### config.mk
export PLATFORM = sky130hd
export DESIGN_NAME = orp_outbound
export DESIGN_NICKNAME = d
export VERILOG_FILES = /design/src/orp_pkg.sv /design/src/orp_outbound.sv
export SDC_FILE = /design/constraint.sdc
export NUM_CORES = 1
export LEC_CHECK = 0
export ABC_CLOCK_PERIOD_IN_PS = 16950
export BUFFER_PORTS_ARGS = -buffer_cell sky130_fd_sc_hd__buf_2
export CAP_MARGIN = 20
export CELL_PAD_IN_SITES_DETAIL_PLACEMENT = 0
export CELL_PAD_IN_SITES_GLOBAL_PLACEMENT = 1
export CORE_MARGIN = 4
export CORE_UTILIZATION = 45
export CTS_CLUSTER_SIZE = 25
export DETAILED_ROUTE_END_ITERATION = 6
export HOLD_SLACK_MARGIN = 0.15
export PLACE_DENSITY_LB_ADDON = 0.25
export RECOVER_POWER = 50
export SYNTH_ARGS = -nofsm -noshare
export SYNTH_HDL_FRONTEND = slang
export SYNTH_SLANG_ARGS = --single-unit
### constraint.sdc
create_clock -name sys_clk -period 16.95 [get_ports sys_clk]
set_input_delay 3.39 -clock sys_clk [delete_from_list [all_inputs] [get_ports sys_clk]]
set_output_delay 3.39 -clock sys_clk [all_outputs]
set_load 0.005 [all_outputs]
### src/orp_pkg.sv
// Constants and types shared by the outbound response path
package orp_pkg;

    // ========================================================
    // Cache response side
    // ========================================================
    localparam int          CACHE_W        = 32;
    localparam int          RD_WORDS       = 16;
    localparam int          WR_DUMMY       = 8;
    localparam logic [4:0]  FWD_START_WORDS = 5'hC;
    localparam logic [4:0]  LAST_RD_WORD   = 5'hF;
    localparam logic [4:0]  LAST_DUMMY     = 5'h7;
    localparam logic [4:0]  ALL_WORDS      = 5'h10;

    // Response header type field
    localparam int          HDR_TYPE_LSB   = 0;
    localparam int          HDR_NP_BIT     = 2;
    localparam logic [1:0]  TYPE_READ      = 2'h0;
    localparam logic [1:0]  TYPE_BYTE_WR   = 2'h1;
    localparam logic [1:0]  TYPE_LINE_WR   = 2'h2;

    // ========================================================
    // Internal datapath and network side
    // ========================================================
    localparam int          INT_W          = 64;
    localparam int          NET_W          = 128;
    localparam logic [2:0]  LAST_PAIR      = 3'h7;

    // ========================================================
    // Credits and full-line request
    // ========================================================
    localparam logic [3:0]  IQ_CREDITS_MAX  = 4'h8;
    localparam logic [3:0]  WIB_CREDITS_MAX = 4'h4;
    localparam logic [4:0]  FL_REQ_LAST    = 5'h11;

    typedef enum {CAP_IDLE, CAP_READ, CAP_DUMMY, CAP_HOLD} orp_cap_t;
    typedef enum {FWD_IDLE, FWD_REQ, FWD_HDR, FWD_DATA} orp_fwd_t;

endpackage

### src/orp_outbound.sv
// Outbound response path from cache bank to network unit
`timescale 1ns/1ps

// Behaviour
// - Read completion: valid pulse with header, then 16 data words.
// - Two parity bits per read data word, checked per word here.
// - Uncorrectable flag per word is recorded and carried with the response.
// - Freeing a response buffer entry pulses a one-cycle credit dequeue.
// - Forwarding starts after three quarters of payload; errors reported later.
// - Request the arbiter, wait grant; credit pulse follows grant a cycle later.
// - Any completion or credit latency is tolerated; no timeouts.
// - Byte-masked write acknowledgements are dropped, never queued.
// - Write-buffer dequeue pulse returns one of four write buffer credits.
// - Full-line write completion: header then eight dummy cycles discarded.
// - A full-line write request occupies 18 consecutive request cycles.
// - Network side has no backpressure; packets may go back to back.
// - Nonposted full-line write completion produces an acknowledge packet.
// - Acknowledges may return in any order.
// - Each packet opens with a one-cycle header-valid and 128-bit header.
// - Payload flag set for four payload beats, clear for acknowledges.
// - Payload big endian, critical word first, wrapping at the line end.
// - Four parity bits per beat, bit N is XOR of word N.
module orp_outbound #(
    parameter int FIFO_W = orp_pkg::INT_W + 5
) (
    input  wire logic         sys_clk,
    input  wire logic         resetn,
    input  wire logic         cache_response_valid,
    input  wire logic [31:0]  cache_response_bus,
    input  wire logic [1:0]   cache_response_parity,
    input  wire logic         cache_uncorrectable_flag,
    input  wire logic         cache_issue_queue_dequeue,
    input  wire logic         cache_write_buffer_dequeue,
    input  wire logic         iq_credit_take,
    input  wire logic         wib_credit_take,
    output logic      [3:0]   iq_credits,
    output logic      [3:0]   wib_credits,
    output logic              olc_ilc_dequeue,
    output logic              arb_req,
    input  wire logic         arb_gnt,
    input  wire logic         fl_start,
    input  wire logic [31:0]  fl_word,
    output logic              fl_word_take,
    output logic              fl_busy,
    output logic              cache_request_valid,
    output logic      [31:0]  cache_request_bus,
    output logic              net_header_valid,
    output logic              net_payload_present,
    output logic      [127:0] net_data,
    output logic      [3:0]   net_parity,
    output logic              net_status_valid,
    output logic              net_parity_error,
    output logic              net_ue_error
);

    // ========================================================
    // Helpers
    // Even parity per 16-bit half of a cache word
    function automatic logic [1:0] word_par(input logic [31:0] w);
        word_par = {^w[31:16], ^w[15:0]};
    endfunction
    function automatic logic [3:0] beat_par(input logic [127:0] b);
        logic [3:0] p;
        p = 4'h0;
        for (int n = 0; n < 4; n++)
            p[n] = ^b[32*n +: 32];
        beat_par = p;
    endfunction
    // ========================================================
    // Declarations
    orp_pkg::orp_cap_t  cap_state_r;
    orp_pkg::orp_fwd_t  fwd_state_r;
    logic [31:0]        line_mem [orp_pkg::RD_WORDS];
    logic [31:0]        hdr_r;
    logic [4:0]         cap_cnt_r, words_have, pair_need, fl_cnt_r;
    logic               perr_r, ue_r, is_read_r, posted_free_r, gnt_d_r;
    logic [2:0]         pair_r;
    logic               fwd_done, in_push, in_ready, out_valid;
    logic [1:0]         in_type;
    logic [FIFO_W-1:0]  in_entry, out_entry;
    logic [FIFO_W-1:0]  fifo_mem [2];
    logic               wr_ptr_r, rd_ptr_r, half_r, fl_active_r;
    logic [1:0]         fifo_cnt_r;
    logic [63:0]        hi_half_r;
    logic [127:0]       beat;
    assign in_type = cache_response_bus[orp_pkg::HDR_TYPE_LSB +: 2];

    // ========================================================
    // Capture of cache responses
    // One line buffer; a new response waits until the entry is freed
    always_ff @(posedge sys_clk or negedge resetn)
    begin
        if (!resetn)
        begin
            cap_state_r   <= orp_pkg::CAP_IDLE;
            cap_cnt_r     <= 5'h0;
            hdr_r         <= 32'h0;
            perr_r        <= 1'b0;
            ue_r          <= 1'b0;
            is_read_r     <= 1'b0;
            posted_free_r <= 1'b0;
        end
        else
        begin
            posted_free_r <= 1'b0;
            case (cap_state_r)
                orp_pkg::CAP_IDLE:
                begin
                    cap_cnt_r <= 5'h0;
                    if (cache_response_valid)
                    begin
                        hdr_r     <= cache_response_bus;
                        perr_r    <= 1'b0;
                        ue_r      <= 1'b0;
                        is_read_r <= (in_type == orp_pkg::TYPE_READ);
                        if (in_type == orp_pkg::TYPE_READ)
                            cap_state_r <= orp_pkg::CAP_READ;
                        else if (in_type == orp_pkg::TYPE_LINE_WR)
                            cap_state_r <= orp_pkg::CAP_DUMMY;
                        // Byte-masked and unknown acks leave no trace
                    end
                end
                orp_pkg::CAP_READ:
                begin
                    line_mem[cap_cnt_r[3:0]] <= cache_response_bus;
                    if (word_par(cache_response_bus) != cache_response_parity)
                        perr_r <= 1'b1;
                    if (cache_uncorrectable_flag)
                        ue_r <= 1'b1;
                    cap_cnt_r <= cap_cnt_r + 5'h1;
                    if (cap_cnt_r == orp_pkg::LAST_RD_WORD)
                        cap_state_r <= orp_pkg::CAP_HOLD;
                end
                // Dummy words are counted and discarded
                orp_pkg::CAP_DUMMY:
                begin
                    cap_cnt_r <= cap_cnt_r + 5'h1;
                    if (cap_cnt_r == orp_pkg::LAST_DUMMY)
                    begin
                        if (hdr_r[orp_pkg::HDR_NP_BIT])
                            cap_state_r <= orp_pkg::CAP_HOLD;
                        else
                        begin
                            posted_free_r <= 1'b1;
                            cap_state_r   <= orp_pkg::CAP_IDLE;
                        end
                    end
                end
                orp_pkg::CAP_HOLD:
                    if (fwd_done)
                        cap_state_r <= orp_pkg::CAP_IDLE;
                default:
                    cap_state_r <= orp_pkg::CAP_IDLE;
            endcase
        end
    end

    // ========================================================
    // Forwarding onto the internal 64-bit datapath
    // Each pair waits for its words, so the last error summary is final
    assign words_have = (cap_state_r == orp_pkg::CAP_HOLD) ?
                        orp_pkg::ALL_WORDS : cap_cnt_r;
    assign pair_need  = {1'b0, pair_r, 1'b0} + 5'h2;
    assign arb_req    = (fwd_state_r == orp_pkg::FWD_REQ);
    always_comb
    begin
        in_push  = 1'b0;
        in_entry = '0;
        fwd_done = 1'b0;
        if (fwd_state_r == orp_pkg::FWD_HDR)
        begin
            in_push  = 1'b1;
            // Flags: sop, pay, eop, perr, ue
            in_entry = {1'b1, is_read_r, ~is_read_r, 2'b00,
                        32'h0, hdr_r};
            fwd_done = in_ready & ~is_read_r;
        end
        else if (fwd_state_r == orp_pkg::FWD_DATA &&
                 words_have >= pair_need)
        begin
            in_push  = 1'b1;
            // Earlier word in the upper half: big endian order
            in_entry = {1'b0, 1'b1, pair_r == orp_pkg::LAST_PAIR,
                        perr_r, ue_r,
                        line_mem[{pair_r, 1'b0}],
                        line_mem[{pair_r, 1'b1}]};
            fwd_done = in_ready & (pair_r == orp_pkg::LAST_PAIR);
        end
    end
    always_ff @(posedge sys_clk or negedge resetn)
    begin
        if (!resetn)
        begin
            fwd_state_r <= orp_pkg::FWD_IDLE;
            pair_r      <= 3'h0;
        end
        else
        begin
            case (fwd_state_r)
                orp_pkg::FWD_IDLE:
                begin
                    pair_r <= 3'h0;
                    if ((cap_state_r == orp_pkg::CAP_READ &&
                         cap_cnt_r >= orp_pkg::FWD_START_WORDS) ||
                        cap_state_r == orp_pkg::CAP_HOLD)
                        fwd_state_r <= orp_pkg::FWD_REQ;
                end
                // Waits on the grant as long as it takes
                orp_pkg::FWD_REQ:
                    if (arb_gnt)
                        fwd_state_r <= orp_pkg::FWD_HDR;
                orp_pkg::FWD_HDR:
                    if (in_ready)
                        fwd_state_r <= is_read_r ? orp_pkg::FWD_DATA
                                                 : orp_pkg::FWD_IDLE;
                orp_pkg::FWD_DATA:
                    if (in_push && in_ready)
                    begin
                        pair_r <= pair_r + 3'h1;
                        if (pair_r == orp_pkg::LAST_PAIR)
                            fwd_state_r <= orp_pkg::FWD_IDLE;
                    end
                default:
                    fwd_state_r <= orp_pkg::FWD_IDLE;
            endcase
        end
    end
    // Credit back one cycle after the grant, or for a freed posted ack
    always_ff @(posedge sys_clk or negedge resetn)
    begin
        if (!resetn)
            gnt_d_r <= 1'b0;
        else
            gnt_d_r <= arb_gnt & (fwd_state_r == orp_pkg::FWD_REQ);
    end
    assign olc_ilc_dequeue = gnt_d_r | posted_free_r;

    // ========================================================
    // Two-entry buffer on the internal datapath
    assign in_ready  = (fifo_cnt_r != 2'h2);
    assign out_valid = (fifo_cnt_r != 2'h0);
    assign out_entry = fifo_mem[rd_ptr_r];
    always_ff @(posedge sys_clk or negedge resetn)
    begin
        if (!resetn)
        begin
            wr_ptr_r   <= 1'b0;
            rd_ptr_r   <= 1'b0;
            fifo_cnt_r <= 2'h0;
        end
        else
        begin
            if (in_push && in_ready)
            begin
                fifo_mem[wr_ptr_r] <= in_entry;
                wr_ptr_r           <= ~wr_ptr_r;
            end
            // Network side never stalls, so the drain takes every word
            if (out_valid)
                rd_ptr_r <= ~rd_ptr_r;
            fifo_cnt_r <= fifo_cnt_r + {1'b0, in_push & in_ready}
                                     - {1'b0, out_valid};
        end
    end

    // ========================================================
    // Packet builder toward the network unit
    // ========================================================
    assign beat = {hi_half_r, out_entry[63:0]};

    always_ff @(posedge sys_clk or negedge resetn)
    begin
        if (!resetn)
        begin
            net_header_valid    <= 1'b0;
            net_payload_present <= 1'b0;
            net_data            <= 128'h0;
            net_parity          <= 4'h0;
            net_status_valid    <= 1'b0;
            net_parity_error    <= 1'b0;
            net_ue_error        <= 1'b0;
            hi_half_r           <= 64'h0;
            half_r              <= 1'b0;
        end
        else
        begin
            net_header_valid <= 1'b0;
            net_status_valid <= 1'b0;
            if (out_valid && out_entry[FIFO_W-1])
            begin
                // Header beat; back to back is allowed
                net_header_valid    <= 1'b1;
                net_payload_present <= out_entry[FIFO_W-2];
                net_data            <= {64'h0, out_entry[63:0]};
                net_parity          <= 4'h0;
                half_r              <= 1'b0;
            end
            else if (out_valid && !half_r)
            begin
                hi_half_r <= out_entry[63:0];
                half_r    <= 1'b1;
            end
            else if (out_valid)
            begin
                net_data         <= beat;
                net_parity       <= beat_par(beat);
                half_r           <= 1'b0;
                net_status_valid <= out_entry[FIFO_W-3];
                net_parity_error <= out_entry[FIFO_W-4];
                net_ue_error     <= out_entry[FIFO_W-5];
            end
        end
    end

    // ========================================================
    // Credit counters for the inbound side
    // ========================================================
    // Return and take in one cycle cancel, so no pulse is lost
    always_ff @(posedge sys_clk or negedge resetn)
    begin
        if (!resetn)
        begin
            iq_credits  <= orp_pkg::IQ_CREDITS_MAX;
            wib_credits <= orp_pkg::WIB_CREDITS_MAX;
        end
        else
        begin
            iq_credits  <= iq_credits + {3'h0, cache_issue_queue_dequeue}
                                      - {3'h0, iq_credit_take};
            wib_credits <= wib_credits + {3'h0, cache_write_buffer_dequeue}
                                       - {3'h0, wib_credit_take};
        end
    end

    // ========================================================
    // Full-line write request sequencer
    assign fl_word_take = fl_active_r;
    assign fl_busy      = fl_active_r;
    always_ff @(posedge sys_clk or negedge resetn)
    begin
        if (!resetn)
        begin
            fl_active_r         <= 1'b0;
            fl_cnt_r            <= 5'h0;
            cache_request_valid <= 1'b0;
            cache_request_bus   <= 32'h0;
        end
        else
        begin
            cache_request_valid <= fl_active_r & (fl_cnt_r == 5'h0);
            cache_request_bus   <= fl_active_r ? fl_word : 32'h0;
            fl_cnt_r            <= fl_active_r ? fl_cnt_r + 5'h1 : 5'h0;
            if (!fl_active_r)
                fl_active_r <= fl_start;
            else if (fl_cnt_r == orp_pkg::FL_REQ_LAST)
                fl_active_r <= 1'b0;
        end
    end

endmodule

==> run_results.csv <==
group,metric,value,unit
outcome,outcome,"finished, violations left",
outcome,failed_checks,"capacitance limit, slew limit",
sta,fin_tns_setup,0,ns
routing,drtIter0Drc,1364,
yosys,yosysTopAreaCell,"edfxtp_1",
critical_path,cpMaxStageDelayCell,"clkbuf_1",
yosys,post-synth-top-count-cell,"edfxtp_1",
yosys,synth_nets,2358,
critical_path,reg2reg_depth,10,
critical_path,crit_path_max_fanout,78,
critical_path,cp.required,17.60,ns
critical_path,worstSetupStartpointType,"primary input",
yosys,synth_top_area_share,51.5,%
layout,nets,2642,
cts,hold_buffers,0,
yosys,yosysUniqueCellTypes,44,
yosys,synthTopCellsByArea,"edfxtp_1, dfrtp_1, mux4_2",
worst_hold_path,hold_depth,2,
cts,htreeDepth,3,
routing,post_drt_wl_per_cell,22.8,µm
cts,cts_resized,0,
yosys,ys_warn_count,0,
yosys,synth_flop_cell,"edfxtp_1",
cts,numCtsBuffers,99,
worst_hold_path,min_from,"net_data[59]",
sta,setup_viol,0,
sta,fmax,118,MHz
cts,clockBufferDepth,3,
floorplanning,die_x,298,µm
cts,cts.sinks,952,
global_routing,antenna_found_initial,2,
cts,cts.clk_slew.worst_paths,0.06,ns
power,ir_drop,0.102,mV
global_routing,first_global_vias,20300,
worst_hold_path,hp-class,"reg2reg",
cts,insertion_delay,0.64,ns
routing,route.detailed.drc,0,
yosys,postSynthCellCount,2251,
cts,post_cts_buffers,0,
cts,clock-root-buffer,"clkbuf_16",
floorplanning,die-area,0.0889,mm²
yosys,seq_area_frac_synth,71.5,%
routing,first_pass_iters,5,
place,place_hpwl,53700,µm
sta,relSlewSlack,-164,%
floorplanning,rows,106,
power,p_leak,16.1,nW
layout,final_util,52.1,%
critical_path,regToRegEndpoint,"fifo_mem[0][14]",
critical_path,end_kind,"async pin",
critical_path,worstSetupPathType,"in2async",
power,powerDensity,168,mW/mm²
floorplanning,io-pin-count,258,
yosys,yosys_register_bits,952,
cts,cts_tree,"yes",
critical_path,reg2reg_slack,9.07,ns
sta,worstMarginPinSlew,3.95,ns
sta,drv_slew,738,
routing,routed_wl,84400,µm
yosys,synth_edf_count,650,
global_routing,grt.overflow.total,0,
yosys,synth_common_cells,"edfxtp_1, dfrtp_1, mux2i_1",
floorplanning,die_h,298,µm
routing,vias_per_cell,5.33,
routing,routed-via-count,19700,
sta,min_period_over_period,50.2,%
routing,drtAntennaViolNets,0,
floorplanning,core_region_area,0.0836,mm²
critical_path,r2r-start,"pair_r[0]",
global_routing,grt_pass1_wl,128000,µm
sta,hold_violations,0,
run,cap_violations,11,
global_routing,gr-usage-all-layers,18.9,%
sta,fin_skew,0.0231,ns
global_routing,grt_max_degree,105,
worst_hold_path,hold_end,"net_data[59]",
critical_path,crit_chain,"clkbuf_1 -> clkbuf_1 -> buf_4 -> buf_4",
sta,rsz0062_at_grt,"false",
layout,drive_above_1_share,21.5,%
critical_path,cpPeakStageDelay,2.17,ns
yosys,synth_async_sr_flop_share,31.7,%
sta,min_period,8.51,ns
layout,area_growth_syn_to_layout,14.9,%
critical_path,arrival,9.16,ns
yosys,synth_area,0.0379,mm²
place,gp_congestion,0.779,
yosys,syn-mean-instance-area,16.8,µm²
place,io_buffers,257,
floorplanning,start_util,45.3,%
==> worst max path at each step <==
stage	start	slack, ns	depth (start not counted)	end
after floorplan	resetn	10.13	2	fifo_mem[0][0]
after global placement	resetn	10.79	4	hi_half_r[61]
after detailed placement	resetn	10.69	4	net_data[61]
after CTS	resetn	11.38	4	net_data[123]
after global routing	resetn	7.30	4	net_data[60]
final	resetn	8.44	4	net_data[60]
==> through the flow <==
step / area (µm²) / power (W) / std cells / setup WS, ns / hold WS, ns
3_3_place_gp: 40400 / 0.00517 / 3512 / 10.79 / 0.461
2_1_floorplan: 37900 / 0.00458 / 2251 / 10.13 / 0.442
3_5_place_dp: 40400 / 0.00521 / 3512 / 10.69 / 0.466
6_report: 43600 / 0.00730 / 3699 / 8.44 / 0.474
4_1_cts: 43600 / 0.00739 / 3696 / 11.38 / 0.476
5_1_grt: 43500 / 0.00771 / 3698 / 7.30 / 0.490
==> layer usage <==
metal	wire length, µm	share of wire, %	vias to the layer above	global-route usage, %
met3	5090	6.0	115	4.28
li1	-	-	8992	-
met5	13	0.015	-	0
met1	37200	44	10100	26.5
met2	40300	48	496	30.6
met4	1800	2.1	2	4.40
==> worst max-delay path: cells and delay by family <==
family | cells | cell delay (ns)
buffers and inverters | 4 | 5.60
==> sequential cells by signal (all words and copies together) (netlist names), 3 cells and up <==
register,count
net_parity,4
iq_credits,4
wib_credits,4
cache_request_bus,32
pair_r,3
fifo_mem,138
fl_cnt_r,5
hi_half_r,64
net_data,128
cap_cnt_r,5
line_mem,512
hdr_r,32
==> cell families after synthesis <==
group	after synthesis	share of synthesized area [%]
flip-flops	952	71.5
multiplexers	327	13.0
AND/OR/NAND/NOR	315	3.69
AO/OA/AOI/OAI	280	4.51
XOR/XNOR	198	4.58
buffers and inverters	148	1.72
adder cells (fa/ha/maj)	31	1.06
==> placed cells by master, fill, tap and decap left out, types with 11 or more instances in the layout <==
cell,Yosys,final
inv_1,33,33
and2_0,0,20
nor2_1,111,110
clkbuf_16,0,100
and2_1,54,34
buf_2,42,223
xor2_1,71,71
mux2_2,32,31
mux4_2,128,128
o21ai_0,112,113
clkinv_2,0,15
nand2_1,114,114
ha_1,29,29
dfrtp_1,300,298
mux2i_1,165,165
buf_4,3,26
xnor2_1,127,127
a22o_1,69,69
bufinv_16,0,11
edfxtp_1,650,650
clkbuf_1,55,74
clkbuf_8,0,12
clkinv_1,1,14
a21oi_1,81,81
==> final cells by class <==
type,instances,area (µm²)
Antenna cell,1,2.50
Clock buffer,141,2780
Clock inverter,43,495
Fill cell,6793,40000
Inverter,34,128
Multi-Input combinational cell,1151,10200
Sequential cell,952,27100
Tap cell,1080,1350
Timing Repair Buffer,297,1540
==> power breakdown <==
group	internal [W]	switching (W)	leakage (nW)
combinational	0.000969	0.00102	4.88
clock	0.00130	0.000858	1.60
sequential	0.00287	0.000283	9.62
total	0.00514	0.00216	16.1
No activity file was read; power rests on OpenSTA's default activity.
